**src/temp_sched_pkg.sv**
```systemverilog
/*
 * Constants and types shared by the temperature conversion scheduler:
 * register pointers, write masks, reset values, bit positions, timing.
 * Assumes a 200 MHz core clock and a host on the two-wire serial port.
 */
package temp_sched_pkg;

	// ==========================================================
	// Register pointers
	localparam logic [7:0] PTR_STATUS = 8'h08;
	localparam logic [7:0] PTR_RUN_CFG = 8'h09;
	localparam logic [7:0] PTR_CHANNEL_SETUP = 8'h0a;
	localparam logic [7:0] PTR_RATE = 8'h0b;
	localparam logic [7:0] PTR_ONE_SHOT = 8'h0f;

	// ==========================================================
	// Reset values and writable bits
	localparam logic [7:0] RATE_RESET = 8'h07;
	localparam logic [7:0] RUN_CFG_RESET = 8'h00;
	localparam logic [7:0] CHANNEL_SETUP_RESET = 8'h3c;
	localparam logic [7:0] RUN_CFG_WR_MASK = 8'h44;
	localparam logic [7:0] CHANNEL_SETUP_WR_MASK = 8'h7c;
	localparam logic [7:0] READ_UNMAPPED = 8'h00;

	// ==========================================================
	// Field positions
	localparam int HALT_BIT = 6;
	localparam int RANGE_BIT = 2;
	localparam int FIX_EN_BIT = 2;
	localparam int LOCAL_EN_BIT = 3;
	localparam int BUSY_BIT = 7;
	localparam int RATE_CODE_W = 3;
	localparam int NUM_CHAN = 4;

	// ==========================================================
	// Serial target address
	localparam logic [6:0] TARGET_ADDR = 7'h4c;
	localparam logic [2:0] LAST_BIT = 3'h7;

	// ==========================================================
	// Timing: one tick is 1/8 s, code 0 spans 128 ticks (16 s)
	localparam int CLK_PERIOD_NS = 5;
	localparam int TICK_NS = 125_000_000;
	localparam int TICK_CYCLES = TICK_NS / CLK_PERIOD_NS;
	localparam int CONV_TIME_NS = 20_000_000;
	localparam int CONV_CYCLES = (CONV_TIME_NS + CLK_PERIOD_NS - 1) / CLK_PERIOD_NS;
	localparam logic [7:0] SLOWEST_TICKS = 8'h80;
	localparam logic [7:0] ELAPSED_MAX = 8'hff;

	// ==========================================================
	// State types
	typedef enum logic [2:0] {
		BUS_IDLE, BUS_RX, BUS_ACK_SETUP, BUS_ACK, BUS_TX, BUS_TX_ACK
	} bus_state_type;

	typedef enum logic [1:0] {KIND_ADDR, KIND_PTR, KIND_DATA} byte_kind_type;

	typedef enum logic [1:0] {SEQ_CONV, SEQ_IDLE, SEQ_HALT} seq_state_type;

endpackage : temp_sched_pkg

```
**src/sched_link_if.sv**
```systemverilog
/*
 * Link between the register side and the sequence engine.
 * Assumes both ends run on the same clock and reset.
 */
`timescale 1ns/1ps
interface sched_link_if;
	logic [2:0] rate_code;
	logic [3:0] chan_en;
	logic halt;
	logic one_shot;
	logic busy;
	logic [1:0] active_chan;

	modport regs (output rate_code, output chan_en, output halt, output one_shot,
		input busy, input active_chan);
	modport engine (input rate_code, input chan_en, input halt, input one_shot,
		output busy, output active_chan);
endinterface : sched_link_if

```
**src/sequence_engine.sv**
```systemverilog
/*
 * Measurement sequence engine: walks enabled channels, then waits out
 * the rate interval, or stops when halted.
 * Assumes a synchronous, already released reset and one clock.
 */
`timescale 1ns/1ps
module sequence_engine #(
	parameter int TICK_CYCLES = temp_sched_pkg::TICK_CYCLES,
	parameter int CONV_CYCLES = temp_sched_pkg::CONV_CYCLES
) (
	input wire logic ref_clk,
	input wire logic rst_sync_b,
	sched_link_if.engine link
);
	localparam int TICK_W = $clog2(TICK_CYCLES + 1);
	localparam int CONV_W = $clog2(CONV_CYCLES + 1);

	temp_sched_pkg::seq_state_type state_q, state_d;
	logic [1:0] chan_q, chan_d;
	logic [TICK_W-1:0] tick_q, tick_d;
	logic [CONV_W-1:0] conv_q, conv_d;
	logic [7:0] elapsed_q, elapsed_d;
	logic [7:0] used_q, used_d;
	logic [7:0] wait_ticks;
	logic [7:0] nominal_ticks;
	logic [2:0] first_ch;
	logic [2:0] next_ch;

	// ==========================================================
	// Helpers
	// Lowest enabled channel at or above start, with a valid flag on top
	function automatic logic [2:0] first_from(input logic [3:0] en, input logic [2:0] start);
		logic [2:0] r;
		r = 3'h0;
		for (int i = temp_sched_pkg::NUM_CHAN - 1; i >= 0; i--) begin
			if (en[i] && (i >= int'(start))) begin
				r = {1'b1, 2'(i)};
			end
		end
		return r;
	endfunction : first_from

	function automatic logic [7:0] count_en(input logic [3:0] en);
		logic [7:0] c;
		c = 8'h00;
		for (int i = 0; i < temp_sched_pkg::NUM_CHAN; i++) begin
			c = c + {7'h00, en[i]};
		end
		return c;
	endfunction : count_en

	// Period is the nominal code period, but never below one tick per used
	// channel: that caps the fast codes by channel count
	assign nominal_ticks = temp_sched_pkg::SLOWEST_TICKS >> link.rate_code;
	assign wait_ticks = (nominal_ticks > used_q) ? nominal_ticks : used_q;
	assign first_ch = first_from(link.chan_en, 3'h0);
	assign next_ch = first_from(link.chan_en, {1'b0, chan_q} + 3'h1);

	// ==========================================================
	// Next-state logic
	always_comb begin
		state_d = state_q;
		chan_d = chan_q;
		conv_d = conv_q;
		used_d = used_q;
		tick_d = tick_q + TICK_W'(1);
		elapsed_d = elapsed_q;
		// Tick time runs across conversions and idle alike
		if (tick_q == TICK_W'(TICK_CYCLES - 1)) begin
			tick_d = '0;
			if (elapsed_q != temp_sched_pkg::ELAPSED_MAX) begin
				elapsed_d = elapsed_q + 8'h01;
			end
		end
		unique case (state_q)
			temp_sched_pkg::SEQ_CONV: begin
				// Fixed conversion length, whatever the rate code
				if (conv_q == CONV_W'(CONV_CYCLES - 1)) begin
					conv_d = '0;
					if (next_ch[2]) begin
						chan_d = next_ch[1:0];
					end else if (link.halt) begin
						state_d = temp_sched_pkg::SEQ_HALT;
					end else begin
						state_d = temp_sched_pkg::SEQ_IDLE;
					end
				end else begin
					conv_d = conv_q + CONV_W'(1);
				end
			end
			temp_sched_pkg::SEQ_IDLE: begin
				if (link.halt && !link.one_shot) begin
					state_d = temp_sched_pkg::SEQ_HALT;
				end
			end
			temp_sched_pkg::SEQ_HALT: begin
				state_d = temp_sched_pkg::SEQ_HALT;
			end
		endcase
		// Sequence start: one-shot out of idle or halt, rate expiry, or resume
		if ((state_q != temp_sched_pkg::SEQ_CONV) && (link.one_shot
			|| (state_q == temp_sched_pkg::SEQ_IDLE && !link.halt
			&& elapsed_q >= wait_ticks)
			|| (state_q == temp_sched_pkg::SEQ_HALT && !link.halt))) begin
			// The start edge is the first cycle of the new period, so the
			// period is exactly a whole number of ticks, not one cycle over
			tick_d = TICK_W'(1);
			elapsed_d = 8'h00;
			conv_d = '0;
			used_d = count_en(link.chan_en);
			chan_d = first_ch[1:0];
			state_d = first_ch[2] ? temp_sched_pkg::SEQ_CONV : temp_sched_pkg::SEQ_IDLE;
		end
	end

	// Elapsed starts saturated so the first sequence begins right after reset
	always_ff @(posedge ref_clk or negedge rst_sync_b) begin
		if (!rst_sync_b) begin
			state_q <= temp_sched_pkg::SEQ_IDLE;
			chan_q <= 2'h0;
			tick_q <= '0;
			conv_q <= '0;
			elapsed_q <= temp_sched_pkg::ELAPSED_MAX;
			used_q <= 8'h00;
		end else begin
			state_q <= state_d;
			chan_q <= chan_d;
			tick_q <= tick_d;
			conv_q <= conv_d;
			elapsed_q <= elapsed_d;
			used_q <= used_d;
		end
	end

	assign link.busy = (state_q == temp_sched_pkg::SEQ_CONV);
	assign link.active_chan = chan_q;

endmodule : sequence_engine

```
**src/temp_conversion_scheduler.sv**
```systemverilog
/*
 * Conversion scheduler top: two-wire serial target, the rate, run and
 * channel registers, and the sequence engine behind them.
 * Assumes scl_in/sda_in are already synchronous to ref_clk and the pad
 * resolves sda from sda_oe_n (low = pull low).
 */
// Operation
// - Rate register at 0x0b, resets to 0x07
// - Rate stretches idle only, conversion fixed
// - Code 0 is 16 s, halving per step
// - One-shot starts a pass on enabled channels
// - Code 6 capped by three or four channels
// - Code 7 capped beyond one channel
// - Channel setup bit 2 enables series correction
// - Answer serial target address 1001100
// - Local, remote 1..3 order, skip disabled
// - Halt bit stops after current sequence
// - Busy bit reads one while converting
// - Bits 3..6 include their channel
`timescale 1ns/1ps
module temp_conversion_scheduler #(
	parameter int TICK_CYCLES = temp_sched_pkg::TICK_CYCLES,
	parameter int CONV_CYCLES = temp_sched_pkg::CONV_CYCLES
) (
	input wire logic ref_clk,
	input wire logic rst_b,
	input wire logic scl_in,
	input wire logic sda_in,
	output logic sda_out,
	output logic sda_oe_n,
	output logic conv_busy,
	output logic [1:0] active_chan,
	output logic series_res_fix_en,
	output logic range_extended
);
	logic [1:0] rst_pipe_q;
	logic rst_sync_b;
	sched_link_if link ();

	// ==========================================================
	// Reset release through two flops
	always_ff @(posedge ref_clk or negedge rst_b) begin
		if (!rst_b) begin
			rst_pipe_q <= 2'b00;
		end else begin
			rst_pipe_q <= {rst_pipe_q[0], 1'b1};
		end
	end
	assign rst_sync_b = rst_pipe_q[1];

	// ==========================================================
	// Serial bus condition detection
	logic scl_q, sda_q;
	logic scl_rise, scl_fall, bus_start, bus_stop;

	always_ff @(posedge ref_clk or negedge rst_sync_b) begin
		if (!rst_sync_b) begin
			scl_q <= 1'b1;
			sda_q <= 1'b1;
		end else begin
			scl_q <= scl_in;
			sda_q <= sda_in;
		end
	end

	assign scl_rise = scl_in && !scl_q;
	assign scl_fall = !scl_in && scl_q;
	assign bus_start = scl_in && scl_q && sda_q && !sda_in;
	assign bus_stop = scl_in && scl_q && !sda_q && sda_in;

	// ==========================================================
	// Serial target state
	temp_sched_pkg::bus_state_type bus_q, bus_d;
	temp_sched_pkg::byte_kind_type kind_q, kind_d;
	logic [2:0] bit_cnt_q, bit_cnt_d;
	logic [7:0] shift_q, shift_d;
	logic [7:0] ptr_q, ptr_d;
	logic read_q, read_d;
	logic drive_q, drive_d;
	logic nack_q, nack_d;
	logic [7:0] byte_v;
	logic [7:0] rd_byte;
	logic wr_fire;

	// ==========================================================
	// Register state
	logic [7:0] rate_q, rate_d;
	logic [7:0] run_q, run_d;
	logic [7:0] setup_q, setup_d;

	assign byte_v = {shift_q[6:0], sda_in};
	// Data byte completes on the eighth rising clock
	assign wr_fire = (bus_q == temp_sched_pkg::BUS_RX) && scl_rise
		&& (bit_cnt_q == temp_sched_pkg::LAST_BIT) && (kind_q == temp_sched_pkg::KIND_DATA);

	// Read mux; unmapped pointers read as zero
	always_comb begin
		unique case (ptr_q)
			temp_sched_pkg::PTR_STATUS: rd_byte = {link.busy, 7'h00};
			temp_sched_pkg::PTR_RUN_CFG: rd_byte = run_q;
			temp_sched_pkg::PTR_CHANNEL_SETUP: rd_byte = setup_q;
			temp_sched_pkg::PTR_RATE: rd_byte = rate_q;
			default: rd_byte = temp_sched_pkg::READ_UNMAPPED;
		endcase
	end

	// Bus sequencing: address, pointer, then data bytes or read bytes
	always_comb begin
		bus_d = bus_q;
		kind_d = kind_q;
		bit_cnt_d = bit_cnt_q;
		shift_d = shift_q;
		ptr_d = ptr_q;
		read_d = read_q;
		drive_d = drive_q;
		nack_d = nack_q;
		unique case (bus_q)
			temp_sched_pkg::BUS_IDLE: begin
				drive_d = 1'b0;
			end
			temp_sched_pkg::BUS_RX: begin
				if (scl_rise) begin
					shift_d = byte_v;
					bit_cnt_d = bit_cnt_q + 3'h1;
					if (bit_cnt_q == temp_sched_pkg::LAST_BIT) begin
						bus_d = temp_sched_pkg::BUS_ACK_SETUP;
						unique case (kind_q)
							temp_sched_pkg::KIND_ADDR: begin
								read_d = byte_v[0];
								if (byte_v[7:1] != temp_sched_pkg::TARGET_ADDR) begin
									bus_d = temp_sched_pkg::BUS_IDLE;
								end
							end
							temp_sched_pkg::KIND_PTR: ptr_d = byte_v;
							temp_sched_pkg::KIND_DATA: ptr_d = ptr_q;
						endcase
					end
				end
			end
			temp_sched_pkg::BUS_ACK_SETUP: begin
				if (scl_fall) begin
					drive_d = 1'b1;
					bus_d = temp_sched_pkg::BUS_ACK;
				end
			end
			temp_sched_pkg::BUS_ACK: begin
				if (scl_fall) begin
					bit_cnt_d = 3'h0;
					if (read_q && kind_q == temp_sched_pkg::KIND_ADDR) begin
						shift_d = rd_byte;
						drive_d = !rd_byte[7];
						bus_d = temp_sched_pkg::BUS_TX;
					end else begin
						drive_d = 1'b0;
						bus_d = temp_sched_pkg::BUS_RX;
						kind_d = (kind_q == temp_sched_pkg::KIND_ADDR) ?
							temp_sched_pkg::KIND_PTR : temp_sched_pkg::KIND_DATA;
					end
				end
			end
			temp_sched_pkg::BUS_TX: begin
				if (scl_fall) begin
					if (bit_cnt_q == temp_sched_pkg::LAST_BIT) begin
						drive_d = 1'b0;
						bus_d = temp_sched_pkg::BUS_TX_ACK;
					end else begin
						shift_d = {shift_q[6:0], 1'b0};
						drive_d = !shift_q[6];
						bit_cnt_d = bit_cnt_q + 3'h1;
					end
				end
			end
			temp_sched_pkg::BUS_TX_ACK: begin
				if (scl_rise) begin
					nack_d = sda_in;
				end
				if (scl_fall) begin
					// Acked reads repeat the same pointer
					bit_cnt_d = 3'h0;
					if (!nack_q) begin
						shift_d = rd_byte;
						drive_d = !rd_byte[7];
						bus_d = temp_sched_pkg::BUS_TX;
					end else begin
						bus_d = temp_sched_pkg::BUS_IDLE;
					end
				end
			end
			default: bus_d = temp_sched_pkg::BUS_IDLE;
		endcase
		// Start and stop override any byte in flight; pointer survives a restart
		if (bus_start) begin
			bus_d = temp_sched_pkg::BUS_RX;
			kind_d = temp_sched_pkg::KIND_ADDR;
			bit_cnt_d = 3'h0;
			read_d = 1'b0;
			drive_d = 1'b0;
		end else if (bus_stop) begin
			bus_d = temp_sched_pkg::BUS_IDLE;
			drive_d = 1'b0;
		end
	end

	always_ff @(posedge ref_clk or negedge rst_sync_b) begin
		if (!rst_sync_b) begin
			bus_q <= temp_sched_pkg::BUS_IDLE;
			kind_q <= temp_sched_pkg::KIND_ADDR;
			bit_cnt_q <= 3'h0;
			shift_q <= 8'h00;
			ptr_q <= 8'h00;
			read_q <= 1'b0;
			drive_q <= 1'b0;
			nack_q <= 1'b0;
		end else begin
			bus_q <= bus_d;
			kind_q <= kind_d;
			bit_cnt_q <= bit_cnt_d;
			shift_q <= shift_d;
			ptr_q <= ptr_d;
			read_q <= read_d;
			drive_q <= drive_d;
			nack_q <= nack_d;
		end
	end

	// ==========================================================
	// Register writes; run and setup reserved bits are masked, so host writes of ones there are dropped; rate keeps all eight bits
	always_comb begin
		rate_d = rate_q;
		run_d = run_q;
		setup_d = setup_q;
		if (wr_fire) begin
			unique case (ptr_q)
				temp_sched_pkg::PTR_RATE: rate_d = byte_v;
				temp_sched_pkg::PTR_RUN_CFG: run_d = byte_v & temp_sched_pkg::RUN_CFG_WR_MASK;
				temp_sched_pkg::PTR_CHANNEL_SETUP:
					setup_d = byte_v & temp_sched_pkg::CHANNEL_SETUP_WR_MASK;
				default: rate_d = rate_q;
			endcase
		end
	end

	always_ff @(posedge ref_clk or negedge rst_sync_b) begin
		if (!rst_sync_b) begin
			rate_q <= temp_sched_pkg::RATE_RESET;
			run_q <= temp_sched_pkg::RUN_CFG_RESET;
			setup_q <= temp_sched_pkg::CHANNEL_SETUP_RESET;
		end else begin
			rate_q <= rate_d;
			run_q <= run_d;
			setup_q <= setup_d;
		end
	end

	// ==========================================================
	// Engine hookup; codes above seven use only the low three bits
	assign link.rate_code = rate_q[temp_sched_pkg::RATE_CODE_W-1:0];
	assign link.chan_en = setup_q[temp_sched_pkg::LOCAL_EN_BIT+:temp_sched_pkg::NUM_CHAN];
	assign link.halt = run_q[temp_sched_pkg::HALT_BIT];
	assign link.one_shot = wr_fire && (ptr_q == temp_sched_pkg::PTR_ONE_SHOT);

	sequence_engine #(
		.TICK_CYCLES(TICK_CYCLES),
		.CONV_CYCLES(CONV_CYCLES)
	) u_engine (
		.ref_clk(ref_clk),
		.rst_sync_b(rst_sync_b),
		.link(link)
	);

	// ==========================================================
	// Outputs
	assign sda_out = 1'b0;
	assign sda_oe_n = !drive_q;
	assign conv_busy = link.busy;
	assign active_chan = link.active_chan;
	assign series_res_fix_en = setup_q[temp_sched_pkg::FIX_EN_BIT];
	assign range_extended = run_q[temp_sched_pkg::RANGE_BIT];

endmodule : temp_conversion_scheduler

```
**config.mk**
```make
export PLATFORM = sky130hd
export DESIGN_NAME = temp_conversion_scheduler
export DESIGN_NICKNAME = d
export VERILOG_FILES = /design/src/temp_sched_pkg.sv /design/src/sched_link_if.sv /design/src/sequence_engine.sv /design/src/temp_conversion_scheduler.sv
export SDC_FILE = /design/constraint.sdc
export NUM_CORES = 1
export LEC_CHECK = 0
export BUFFER_PORTS_ARGS = -buffer_cell sky130_fd_sc_hd__buf_2
export CAP_MARGIN = 0
export CORE_ASPECT_RATIO = 1.25
export CORE_MARGIN = 3
export CORE_UTILIZATION = 55
export DETAILED_ROUTE_END_ITERATION = 10
export PLACE_DENSITY_LB_ADDON = 0.25
export SYNTH_ARGS = -nofsm -noshare
export SYNTH_HDL_FRONTEND = slang
export SYNTH_SLANG_ARGS = --single-unit
```
**constraint.sdc**
```tcl
create_clock -name ref_clk -period 8.9 [get_ports ref_clk]
set_input_delay 0.89 -clock ref_clk [delete_from_list [all_inputs] [get_ports ref_clk]]
set_output_delay 0.89 -clock ref_clk [all_outputs]
set_load 0.05 [all_outputs]
```
# Yosys cells after proc, flatten, opt, wreduce, memory -nomap -nowiden
# Index checks and enable logic that the tools add are counted.
[op_classes] addsub=8 n_lt_le_gt_ge=6 n_eq_ne=43 n_shift=1 mux=77 n_reduce_logical=65
[op_table] cell="3-bit 2-to-1 mux" n=24
[op_table] cell="22-bit 2-to-1 mux" n=3
[op_table] cell="25-bit 2-to-1 mux" n=2
[op_table] cell="7-bit 2-to-1 mux" n=7
[op_table] cell="8-bit by 4-bit == test with 1-bit output (second input constant)" n=5
[op_table] cell="2-bit 2-to-1 mux" n=16
[op_table] cell="8-bit 2-to-1 mux" n=4
[op_table] cell="8-bit case mux with 4 select lines" n=1
[op_table] cell="4-bit != test (second input constant)" n=7
[op_table] cell="7-bit case mux with 4 select lines" n=1
[op_table] cell="25-bit by 1-bit adder with 25-bit output (second input constant)" n=1
[op_table] cell="25-bit == test (second input constant)" n=1
[op_table] cell="2-bit nonzero test" n=12
[op_table] cell="22-bit by 1-bit adder with 22-bit output (second input constant)" n=1
[op_table] cell="22-bit == test (second input constant)" n=1
[op_table] cell="1-bit logical AND" n=21
[op_table] cell="3-bit case mux with 6 select lines" n=1
[op_table] cell="8-bit by 1-bit adder with 8-bit output" n=2
[op_table] cell="2-bit != test (second input constant)" n=8
[op_table] cell="8-bit AND reduction" n=2
[op_table] cell="1-bit 2-to-1 mux" n=15
[op_table] cell="3-bit != test (second input constant)" n=5
[op_table] cell="2-bit AND reduction" n=5
[op_table] cell="3-bit == test (second input constant)" n=3
[op_table] cell="32 further kinds" n=52
[totals] register_bits=112 inputBits=4 elab_cells=220

# Depth between registers and ports, before layout
# Gate-level depths: netlist (run 1).
[depth] ltp_word=11 depth_mapped=19 depth_no_buf=16

# Cells and area by module
# Synthesis (run 1) repeated with hierarchy kept, for this count alone.
[hier_totals] cells_unflattened=640 area_unflattened_um2=6238.5
[modules_own_cells] mod="sequence_engine" n_inst=1 cells_each=433 area_per_inst_um2=3885.0
[modules_own_cells] mod="temp_conversion_scheduler" n_inst=1 cells_each=207 area_per_inst_um2=2353.5

# Worst setup path before layout (run 1)
# Ideal clock, no wire load.
[synth_path] path_kind="reg2reg" from="register rate_q[0]" to="register u_engine.tick_q[11]" setup_ps=72 arrival_time_ps=3845 required_time_ps=8828 slack_ps=4983 path_stages_with_launch=19 synth_period_minus_slack_ps=3917 path_cell_list="dfstp_2 > clkbuf_1 > nor2_1 > ha_1 > nor2b_1 > o21ai_1 > a32oi_1 > mux2_1 > nand2_1 > a21boi_1 > ha_1 > nand2b_1 > a2111oi_0 > o311ai_1 > o21ba_2 > or2_1 > buf_2 > buf_2 > nor2_1"
[synth_via] elab_chain_cells=9
[synth_lines] element="start: declaration" line="temp_conversion_scheduler.sv:87" source="logic [7:0] rate_q, rate_d;"
[synth_lines] element="start signal: assignment" line="temp_conversion_scheduler.sv:245" source="rate_q <= temp_sched_pkg::RATE_RESET;"
[synth_lines] element="start signal: assignment" line="temp_conversion_scheduler.sv:249" source="rate_q <= rate_d;"
[synth_lines] element="8-bit by 3-bit right shift with 8-bit output *" line="sequence_engine.sv:54" source="assign nominal_ticks = temp_sched_pkg::SLOWEST_TICKS >> link.rate_code;"
[synth_lines] element="8-bit greater-than comparator" line="sequence_engine.sv:55" source="assign wait_ticks = (nominal_ticks > used_q) ? nominal_ticks : used_q;"
[synth_lines] element="8-bit 2-to-1 mux *" line="sequence_engine.sv:55"
[synth_lines] element="8-bit greater-or-equal comparator *" line="sequence_engine.sv:103" source="&& elapsed_q >= wait_ticks)"
[synth_lines] element="1-bit logical AND *" line="sequence_engine.sv:103"
[synth_lines] element="1-bit logical OR *" line="sequence_engine.sv:102" source="|| (state_q == temp_sched_pkg::SEQ_IDLE && !link.halt"
[synth_lines] element="1-bit logical OR *" line="sequence_engine.sv:104" source="|| (state_q == temp_sched_pkg::SEQ_HALT && !link.halt))) begin"
[synth_lines] element="1-bit logical AND *" line="sequence_engine.sv:101" source="if ((state_q != temp_sched_pkg::SEQ_CONV) && (link.one_shot"
[synth_lines] element="25-bit 2-to-1 mux *" line="sequence_engine.sv:101"
[synth_lines] element="via u_engine.tick_d[11]" line="sequence_engine.sv:20" source="logic [TICK_W-1:0] tick_q, tick_d;"
[synth_lines] element="end signal: assignment" line="sequence_engine.sv:128" source="tick_q <= tick_d;"
[synth_lines] element="end: declaration" line="sequence_engine.sv:20"
# The timed path passes the listed nets; every way through them passes the cells marked *.
# A chain may end at the register's enable or synchronous reset.

# Worst setup path in the final report (run 1)
[layout_path] from="register rate_q[0]" to="register u_engine.tick_q[3]"
# The elaborated chain is that of the path after synthesis.

==> implementation parameters, run 1 <==
Parameter                              Value

Status
  Outcome    completed

Die
  DIE AREA    0.0124 sq mm
  Die extent in y    124 microns
  Number of I/O pins    11
  Initial core utilization    0.569
  Row count    42
  Die outline width    100 microns
  Placeable Area    between 0.01 and 0.015 sq mm

Worst setup path
  Crit-path cells    nor2_1, ha_1, nor2b_1, o21ai_1, a32oi_1, mux2_1, nand2_1, a21boi_1, ha_1, nand2b_1, a2111oi_0, o311ai_1, o21ba_2, or2_1, nor2_1
  Cell family with most CP delay    compound AO/OA/AOI/OAI gates
  Data required time at the worst endpoint    9.09 ns
  Delay of the slowest cell on the worst path    0.69 ns
  Arrival time worst endpoint    4.60 ns
  Crit path max fanout    24
  Kind of start point of the critical path    flop
  Count of buffering cells on the critical path with inverters included    0
  Sort of element at the end of the critical path    flop
  Crit-path slowest cell    or2_1
  Path type of the worst setup path    reg2reg

GRT
  Maximum number of pins on one net before global-route repair    58
  Top Usage Layer GRT    met2
  Met3 demand-to-capacity share in global routing    0.0336
  Grt total ovfl    0
  First-pass GRT wire length    20600 microns
  Met1 routing resource usage after global routing    0.283
  Initial antenna violation count    0
  GRT Total Usage    0.204
  Vias in the first global route    between 4000 and 5000
  M2 GR Usage    0.327

Pwr
  Clock power share    0.337
  Largest voltage drop on the vdd net    0.0962 mV
  Cell-internal power    slightly below 0.0008 W
  Register share of total power    0.519
  Part of the power in combinational logic    0.145
  Leak    2.77 nW
  Power dissipated by switching net loads    0.000327 W
  Overall power after layout    0.00110 W
  Sw Share    0.297
  Power per cell area    169 mW/mm^2

Yosys
  Main combinational cell family by area after synthesis    simple AND/OR/NAND/NOR gates
  Share of synthesized area occupied by flip-flops and latches    0.443
  Summed instance area of the synthesized netlist    0.00609 sq mm
  Cell types occupying the most area after synthesis    dfrtp_1, dfstp_2, mux2_1, nor2_1, ha_1
  Simple-gate portion of the synthesized area    0.236
  Post-synthesis cell type count    slightly above 70
  Post-synth top area share    0.365
  Leading area contributor after synthesis    dfrtp_1
  Number of storage elements in the synthesis netlist    roughly 110
  Yosys warning total    0
  Post-synthesis share of cell area spent on xor and xnor gates    0.0474
  Mean cell area of the mapped netlist    9.39 sq um
  Number of nets in the synthesized netlist    676
  Share of synthesized area spent on multiplexers    0.0708
  Commonest register cell after synthesis    dfrtp_1
  Adder-cell share of the synthesized area    0.0485
  Complex-gate fraction of the synthesized area    0.122
  Share of flip-flops with an asynchronous set or reset after synthesis    1.00
  Instance count of the mapped netlist    649
  Number of synthesized flops with an enable pin    0

Timing
  Finish-stage setup viols    0
  RSZ-0062 raised after global routing    no
  Sum of negative setup slack    0 ns
  Slew Limit Headroom    0.450
  Final worst path period share    0.495
  Worst clock skew    slightly above 0.007 ns
  Worst Tran Pin Value    0.823 ns
  Final number of max-transition violations    0
  F_max    227 MHz
  Count of final hold-check violations    0
  Period minus WS final    4.40 ns

CTS
  Clk root buf    clkbuf_16
  Clock transition time at the flip-flop clock pins of the worst setup and hold paths    about 0.070 ns
  Num CTS Buffers    9
  Clk sinks    107
  TritonCTS clock tree    yes
  Total of hold buffers inserted after clock tree synthesis    0
  Insertion delay to the later sink of the worst-skew pair    0.34 ns
  CTS max path bufs    2
  Number of gates resized after cts    0
  H-tree Lvls    3
  Number of buffers inserted to repair setup after CTS    0

Final layout
  Most frequent cells in the layout    dfrtp_1, nor2_1, nand2_1
  Filler cell count in the final layout    898
  Ratio of cells with drive above 1 in the final layout    0.0955
  Commonest non-fill, non-tap cell in the layout    dfrtp_1
  Seq. cell area    around 0.0027 sq mm
  Net count, final    671
  Total inserted antenna cells    0
  Area taken by multi-input logic gates    about 0.0032 sq mm
  Synth-to-Final Area Change    6.51%

Place
  GP Congestion    0.834
  DPL Wire Length    8380 microns
  Count of buffers from port buffering    9

Job
  Max Cap Viol    0

Routing
  Drt total wl    12200 microns
  Detailed-route via count    approximately 4700
  Total iterations of the first detailed-routing run    5
  Detailed-route DRC error count    0
  Antenna violation net count after detailed routing    0
  Starting DRT DRC Count    a little over 300
  Final routed wire length divided by cell count    15.6 microns
  Routed via count divided by cell count    just under 6

Min path
  Worst min path class    in2async
area by class of cell:
cell class / count / share of cell area
multi-input cells: 494 / 0.495
flip-flops and latches: 107 / 0.417
clock buffers: 10 / 0.0353
well taps: 132 / 0.0254
inverters: 20 / 0.0116
repair buffers: 12 / 0.0104
clock inverters: 6 / 0.00617
final timing paths:
check	startpoint	endpoint	slack (ns)	cells past startpoint
max in group asynchronous	rst_pipe_q[1]	u_engine.conv_q[4]	7.40	1
setup / recovery	rate_q[0]	u_engine.tick_q[3]	4.50	15
hold / removal	rst_b	rst_pipe_q[0]	0.31	1
setup reg to reg	rate_q[0]	u_engine.tick_q[3]	4.50	15
hold reg to reg	rst_pipe_q[0]	rst_pipe_q[1]	0.35	0
min in group ref_clk	rst_pipe_q[0]	rst_pipe_q[1]	0.35	0
power by group through the flow:
stage / Sequential [W] / Clock [W] / Combinational [W]
2_1_floorplan: 0.000551 / 0 / 0.000140
3_3_place_gp: 0.000576 / 0 / 0.000154
3_5_place_dp: 0.000577 / 0 / 0.000159
4_1_cts: 0.000568 / 0.000380 / 0.000159
5_1_grt: 0.000576 / 0.000398 / 0.000180
6_report: 0.000570 / 0.000370 / 0.000159
layer usage:
layer  vias to the layer above  wire [microns]
met4                         0             144
met3                        14             387
met1                      2259            5680
met5                         -               0
met2                        76            5930
li1                       2307               -
kinds of logic after synthesis:
logic type | after synthesis
adder cells (fa/ha/maj) | 23
other | 2
AND/OR/NAND/NOR | 274
AO/OA/AOI/OAI | 123
multiplexers | 39
flip-flops | 107
buffers and inverters | 48
XOR/XNOR | 33
Yosys cell counts (13+ instances only):
| master | instances |
|---|---|
| dfrtp_1 | 89 |
| nor2_1 | 75 |
| nand2_1 | 59 |
| o21ai_1 | 41 |
| nand3_1 | 30 |
| mux2_1 | 27 |
| a21oi_1 | 24 |
| clkbuf_1 | 22 |
| ha_1 | 22 |
| xor2_1 | 20 |
| dfstp_2 | 18 |
| inv_1 | 18 |
| nand4_1 | 18 |
| xnor2_1 | 13 |
flip-flops by register name, indices dropped and copies added (netlist names), 5 cells and up:
signal / flops
u_engine.tick_q: 25
u_engine.conv_q: 22
rate_q: 8
u_engine.elapsed_q: 8
ptr_q: 8
setup_q: 5
shift_q: 7
stage by stage:
step                       util  setup slack [ns]  cell area [sq um]  hold WS, ns  cells
after floorplan               -              4.98               6090        0.331    649
after global placement    0.580              4.59               6220        0.334    765
after detailed placement  0.580              4.46               6220        0.338    765
after CTS                 0.606              4.44               6490        0.304    781
after global routing      0.606              4.09               6490        0.298    781
final                     0.606              4.50               6490        0.315    781
Note: power is estimated with default switching activity, not from simulation.
==> run 2, diff against run 1 <==
--- a/config.mk
+++ b/config.mk
@@ -5,6 +5,7 @@
 export SDC_FILE = /design/constraint.sdc
 export NUM_CORES = 1
 export LEC_CHECK = 0
+export ABC_AREA = 1
 export BUFFER_PORTS_ARGS = -buffer_cell sky130_fd_sc_hd__buf_2
 export CAP_MARGIN = 0
 export CORE_ASPECT_RATIO = 1.25
==> constraint.sdc (replaced) <==
create_clock -name ref_clk -period 4.2 [get_ports ref_clk]
set_input_delay 0.42 -clock ref_clk [delete_from_list [all_inputs] [get_ports ref_clk]]
set_output_delay 0.42 -clock ref_clk [all_outputs]
set_load 0.05 [all_outputs]
==> implementation parameters, run 2 <==
Parameter                              Value

Routing
  Detailed-route via count    5693
  Total iterations of the first detailed-routing run    5
  Detailed-route DRC error count    0
  Routed via count divided by cell count    around 5.4
  Starting DRT DRC Count    266
  Final routed wire length divided by cell count    13.3 microns
  Drt total wl    14100 microns
  Antenna violation net count after detailed routing    0

Final layout
  Net count, final    919
  Synth-to-Final Area Change    7.05%
  Total inserted antenna cells    0
  Filler cell count in the final layout    1097
  Largest regs    u_engine.tick_q (25), u_engine.conv_q (22)
  Largest register FFs    25
  Ratio of cells with drive above 1 in the final layout    0.106
  Final instance area    0.00705 sq mm
  Post-route core utilization    0.604
  Most frequent cells in the layout    nand2_1, inv_1, nor2_1
  Commonest non-fill, non-tap cell in the layout    nand2_1
  Biggest register    u_engine.tick_q

Die
  Placeable Area    0.0117 sq mm
  DIE AREA    0.0133 sq mm
  Die extent in y    128 microns
  Die outline width    between 100 and 150 microns
  Row count    44
  Initial core utilization    0.564
  Number of I/O pins    11

Worst setup path
  Cell family with most CP delay    simple AND/OR/NAND/NOR gates
  Count of buffering cells on the critical path with inverters included    4
  Cell seen most often among critical-path stages    nand2_1
  Data required time at the worst endpoint    4.45 ns
  Crit path max fanout    20
  Path type of the worst setup path    reg2reg
  Kind of start point of the critical path    flop
  Arrival time worst endpoint    3.88 ns
  Delay of the slowest cell on the worst path    0.59 ns
  Sort of element at the end of the critical path    flop
  Crit-path cells    inv_1, nor3_1, ha_1, a21oi_1, nor2_1, o21ai_0, nand2_1, o21ai_0, inv_1, ha_1, nand2_1, nor2_1, nor2_1, nand2_1, nand2_1, nand2_1, nand2_1, nand2_4, nand2_4, buf_4, clkinv_4, nand2_2, o21ai_2
  Crit-path slowest cell    dfstp_2

Timing
  Final number of max-transition violations    0
  RSZ-0062 raised after global routing    no
  Slack of the critical path    0.572 ns
  Sum of negative setup slack    0 ns
  Finish-stage setup viols    0
  Worst Tran Pin Value    1.06 ns
  Period minus WS final    3.63 ns
  Final worst path period share    0.864
  Worst clock skew    0.00919 ns
  Slew Limit Headroom    0.294
  Count of final hold-check violations    0
  F_max    between 200 and 300 MHz

Pwr
  Clock power share    0.384
  Power per cell area    slightly below 300 mW/mm^2
  Overall power after layout    approximately 0.0021 W
  Leak    3.38 nW
  Part of the power in combinational logic    0.077
  Power dissipated by switching net loads    0.000546 W
  Cell-internal power    approximately 0.0015 W
  Register share of total power    0.539
  Largest voltage drop on the vdd net    between 0.2 and 0.3 mV
  Sw Share    0.262

Job
  Max Cap Viol    0

Yosys
  Post-synthesis cell type count    47
  Cell types with the highest counts after synthesis    nand2_1, inv_1, nor2_1
  Share of flip-flops with an asynchronous set or reset after synthesis    1.00
  Leading area contributor after synthesis    dfrtp_1
  Yosys warning total    0
  Most frequently used cell type in the post-synthesis netlist    nand2_1
  Number of synthesized flops with an enable pin    0
  Instance count of the mapped netlist    881
  Number of storage elements in the synthesis netlist    roughly 110
  Post-synth top area share    0.338
  Mean cell area of the mapped netlist    7.47 sq um
  Number of nets in the synthesized netlist    908
  Cell types occupying the most area after synthesis    dfrtp_1, nand2_1, dfstp_2, inv_1, nor2_1
  Summed instance area of the synthesized netlist    0.00658 sq mm
  Commonest register cell after synthesis    dfrtp_1
  Share of synthesized area occupied by flip-flops and latches    0.410

Min path
  Worst min path class    in2reg

CTS
  Insertion delay to the later sink of the worst-skew pair    between 0.3 and 0.4 ns
  TritonCTS clock tree    yes
  Clock transition time at the flip-flop clock pins of the worst setup and hold paths    0.07 ns
  Num CTS Buffers    9
  Clk root buf    clkbuf_16
  Clk sinks    107
  Number of buffers inserted to repair setup after CTS    0
  CTS max path bufs    2
  H-tree Lvls    3

Status
  Outcome    completed

GRT
  Grt total ovfl    0
  Vias in the first global route    5408
  Maximum number of pins on one net before global-route repair    83
  Initial antenna violation count    0
  GRT Total Usage    0.224
  First-pass GRT wire length    24700 microns

Place
  Placed instance area    0.00675 sq mm
  DPL Wire Length    10200 microns
  GP Congestion    0.910
  Pre-CTS setup slack    0.423 ns
  Count of buffers from port buffering    9
==> run 2: changes by cell type after synthesis, sizes merged, moves of 8 or more <==
| cell | before | now |
|---|---|---|
| nand2 | 59 | 226 |
| inv | 19 | 118 |
| nand3 | 30 | 72 |
| nor2 | 78 | 113 |
| mux2 | 33 | 0 |
| nor3 | 12 | 42 |
| clkbuf | 22 | 2 |
| xnor2 | 13 | 2 |
| and3 | 11 | 1 |
| nor2b | 9 | 0 |
| and4 | 8 | 0 |
==> run 2: logic make-up after synthesis <==
family,synth area share
other cells,0.00114
compound gates,0.0903
xor+xnor,0.0279
flops,0.410
buf+inv,0.0846
fa+ha+maj,0.0448
simple gates,0.341
==> run 2: path summary, 6_finish.rpt <==
check	startpoint	to	slack (ns)	cells after the start
min in group asynchronous	rst_b	rst_pipe_q[1]	0.38	2
hold / removal	scl_in	scl_q	0.20	1
setup reg to reg	rate_q[1]	u_engine.used_q[1]	0.57	23
setup / recovery	rate_q[1]	u_engine.used_q[1]	0.57	23
max in group asynchronous	rst_pipe_q[1]	u_engine.elapsed_q[1]	2.70	1
hold reg to reg	rst_pipe_q[0]	rst_pipe_q[1]	0.36	0
==> run 2: final cells by class <==
type                    count  area (sq um)  share of cell area
clock inverters             7          53.8             0.00763
clock buffers               9           225              0.0320
well taps                 161           201              0.0286
flip-flops and latches    107          2700               0.384
multi-input cells         642          3330               0.473
repair buffers             13          77.6              0.0110
inverters                 119           452              0.0641
==> run 2: timing repair <==
item | in CTS | in global routing
hold buffers | 1 | 0
resized for setup | 0 | 2
endpoints found under the hold margin | 2 | 0
endpoints found under the setup margin | 0 | 7
==> run 2: metal layers <==
layer	vias up	global-route usage	share of wire
met5	-	0	0
met4	0	0.113	0.031
met3	30	0.0282	0.034
met2	119	0.384	0.50
met1	2651	0.280	0.43
li1	2893	-	-
==> run 2: worst register-to-register path, cell delays in order (launching register included) <==
cell	delay (ns)
dfstp_2	0.59
inv_1	0.08
nor3_1	0.26
ha_1	0.30
a21oi_1	0.15
nor2_1	0.05
o21ai_0	0.13
nand2_1	0.16
o21ai_0	0.18
inv_1	0.06
ha_1	0.26
nand2_1	0.08
nor2_1	0.05
nor2_1	0.07
nand2_1	0.05
nand2_1	0.05
nand2_1	0.05
nand2_1	0.15
nand2_4	0.09
nand2_4	0.16
buf_4	0.21
clkinv_4	0.19
nand2_2	0.11
o21ai_2	0.05
==> run 2: stage by stage <==
step                      hold slack, ns  instances
after detailed placement           0.206       1041
after floorplan                    0.124        881
after CTS                          0.190       1058
after global placement             0.205       1041
after global routing               0.201       1058
final                              0.198       1058
==> run 2: power groups by stage <==
stage          combinational [W]  clock (W)  sequential (W)
3_5_place_dp            0.000159          0         0.00114
6_report                0.000160   0.000799         0.00112
4_1_cts                 0.000161   0.000820         0.00112
2_1_floorplan           0.000111          0         0.00114
3_3_place_gp            0.000159          0         0.00114
5_1_grt                 0.000187   0.000855         0.00113
==> run 3, diff against run 2 <==
--- a/config.mk
+++ b/config.mk
@@ -10,7 +10,7 @@
 export CAP_MARGIN = 0
 export CORE_ASPECT_RATIO = 1.25
 export CORE_MARGIN = 3
-export CORE_UTILIZATION = 55
+export CORE_UTILIZATION = 25
 export DETAILED_ROUTE_END_ITERATION = 10
 export PLACE_DENSITY_LB_ADDON = 0.25
 export SYNTH_ARGS = -nofsm -noshare
==> implementation parameters, run 3 (synthesized netlist as in run 2, its figures left out) <==
Parameter                              Value

Status
  Outcome    completed

Worst setup path
  Path type of the worst setup path    reg2reg
  Kind of start point of the critical path    flop
  Data required time at the worst endpoint    between 4 and 5 ns
  Sort of element at the end of the critical path    flop
  Crit path max fanout    15
  Arrival time worst endpoint    3.84 ns

CTS
  H-tree Lvls    3
  TritonCTS clock tree    yes
  Number of buffers inserted to repair setup after CTS    0
  Clk root buf    clkbuf_16
  Clock transition time at the flip-flop clock pins of the worst setup and hold paths    0.08 ns
  Num CTS Buffers    9
  Clk sinks    107
  CTS max path bufs    2
  Insertion delay to the later sink of the worst-skew pair    0.36 ns

Pwr
  Leak    3.39 nW
  Largest voltage drop on the vdd net    about 0.17 mV
  Power per cell area    303 mW/mm^2
  Overall power after layout    0.00222 W

Final layout
  Final instance area    0.00731 sq mm
  Biggest register    u_engine.tick_q
  Most frequent cells in the layout    nand2_1, inv_1, nor2_1
  Largest regs    u_engine.tick_q (25), u_engine.conv_q (22)
  Commonest non-fill, non-tap cell in the layout    nand2_1
  Seq. cell area    0.00270 sq mm
  Area taken by multi-input logic gates    approximately 0.0033 sq mm
  Ratio of cells with drive above 1 in the final layout    0.107
  Total inserted antenna cells    0
  Synth-to-Final Area Change    11.0%
  Net count, final    920
  Largest register FFs    25
  Filler cell count in the final layout    2815
  Count of placed standard cells in the final layout, fillers left out    1233

Timing
  RSZ-0062 raised after global routing    no
  Worst Tran Pin Value    around 0.69 ns
  Slew Limit Headroom    0.539
  Sum of negative setup slack    0 ns
  Final number of max-transition violations    0
  Period minus WS final    ~3.6 ns
  Slack of the critical path    0.647 ns
  Count of final hold-check violations    0
  F_max    281 MHz
  Finish-stage setup viols    0
  Final worst path period share    0.846
  Worst clock skew    0.0177 ns

Routing
  Detailed-route DRC error count    0
  Routed via count divided by cell count    4.58
  Detailed-route via count    ~5600
  Drt total wl    16000 microns
  Total iterations of the first detailed-routing run    5
  Final routed wire length divided by cell count    13.0 microns
  Antenna violation net count after detailed routing    0
  Starting DRT DRC Count    246

Place
  Placed instance area    0.00698 sq mm
  GP Congestion    0.811
  Number of placed cells counting well taps    about 1200
  DPL Wire Length    12000 microns
  Count of buffers from port buffering    9
  Pre-CTS setup slack    0.463 ns

GRT
  Grt total ovfl    0
  First-pass GRT wire length    around 28000 microns
  GRT Total Usage    0.120
  Initial antenna violation count    0
  Maximum number of pins on one net before global-route repair    52
  Vias in the first global route    5671

Die
  Die extent in y    187 microns
  Initial core utilization    0.257
  Number of I/O pins    11
  Die outline width    between 150 and 200 microns
  DIE AREA    about 0.028 sq mm
  Row count    65
  Placeable Area    0.0256 sq mm

Job
  Max Cap Viol    0

Min path
  Worst min path class    in2reg
[run 3: per-stage QoR]
step	hold WS, ns	util
final	0.203	0.285
after global routing	0.195	0.285
after CTS	0.185	0.285
after detailed placement	0.208	0.272
after global placement	0.206	0.272
after floorplan	0.124	-
[run 3: layout make-up]
cell class              instances  share of cell area
clock inverters                 7              0.0128
repair buffers                 14              0.0116
well taps                     335              0.0574
inverters                     119              0.0618
flip-flops and latches        107               0.370
clock buffers                   9              0.0308
multi-input cells             642               0.456
[run 3: final timing paths]
check,cells after the start,startpoint,endpoint,slack [ns]
worst max register to register,24,rate_q[1],u_engine.state_q[1],0.65
min in group asynchronous,2,rst_b,rst_pipe_q[1],0.35
worst min-delay path,1,sda_in,sda_q,0.20
max in group asynchronous,1,rst_pipe_q[1],setup_q[3],2.88
worst min register to register,0,rst_pipe_q[0],rst_pipe_q[1],0.36
worst max-delay path,24,rate_q[1],u_engine.state_q[1],0.65
[run 3: timing repair]
action	4_1_cts	5_1_grt
hold endpoints to repair	2	0
hold buffers	1	0
gates resized for setup	0	1
setup endpoints to repair	0	2
[run 3: critical path, cell delays in order, from the launching register on]
cell and delay (ns):
dfstp_2 0.59, inv_1 0.08, nor3_1 0.26, ha_1 0.29, a21oi_1 0.15, nor2_1 0.04
o21ai_0 0.14, nand2_1 0.14, o21ai_0 0.17, inv_1 0.06, ha_1 0.27, nand2_1 0.08
nor2_1 0.05, nor2_1 0.08, nand2_1 0.05, nand2_1 0.05, nand2_1 0.04, nand2_1 0.15
nand2_4 0.08, nand2_2 0.15, buf_4 0.25, nand2_2 0.08, nand2_2 0.09, nand2_1 0.05
o21ai_1 0.07
[run 3: routing by layer]
layer	wire length, microns	up-vias	GRT usage	share of wire
met5	0	-	0	0
met4	391	0	0.0436	0.024
met3	241	26	0.0155	0.015
met2	7970	55	0.204	0.50
met1	7440	2664	0.154	0.46
li1	-	2899	-	-
[run 3: report_power, final]
part / internal, W / switching (W) / leakage (nW)
sequential: 0.00108 / 0.0000390 / 1.31
clock: 0.000481 / 0.000450 / 0.153
combinational: 0.0000507 / 0.000116 / 1.93
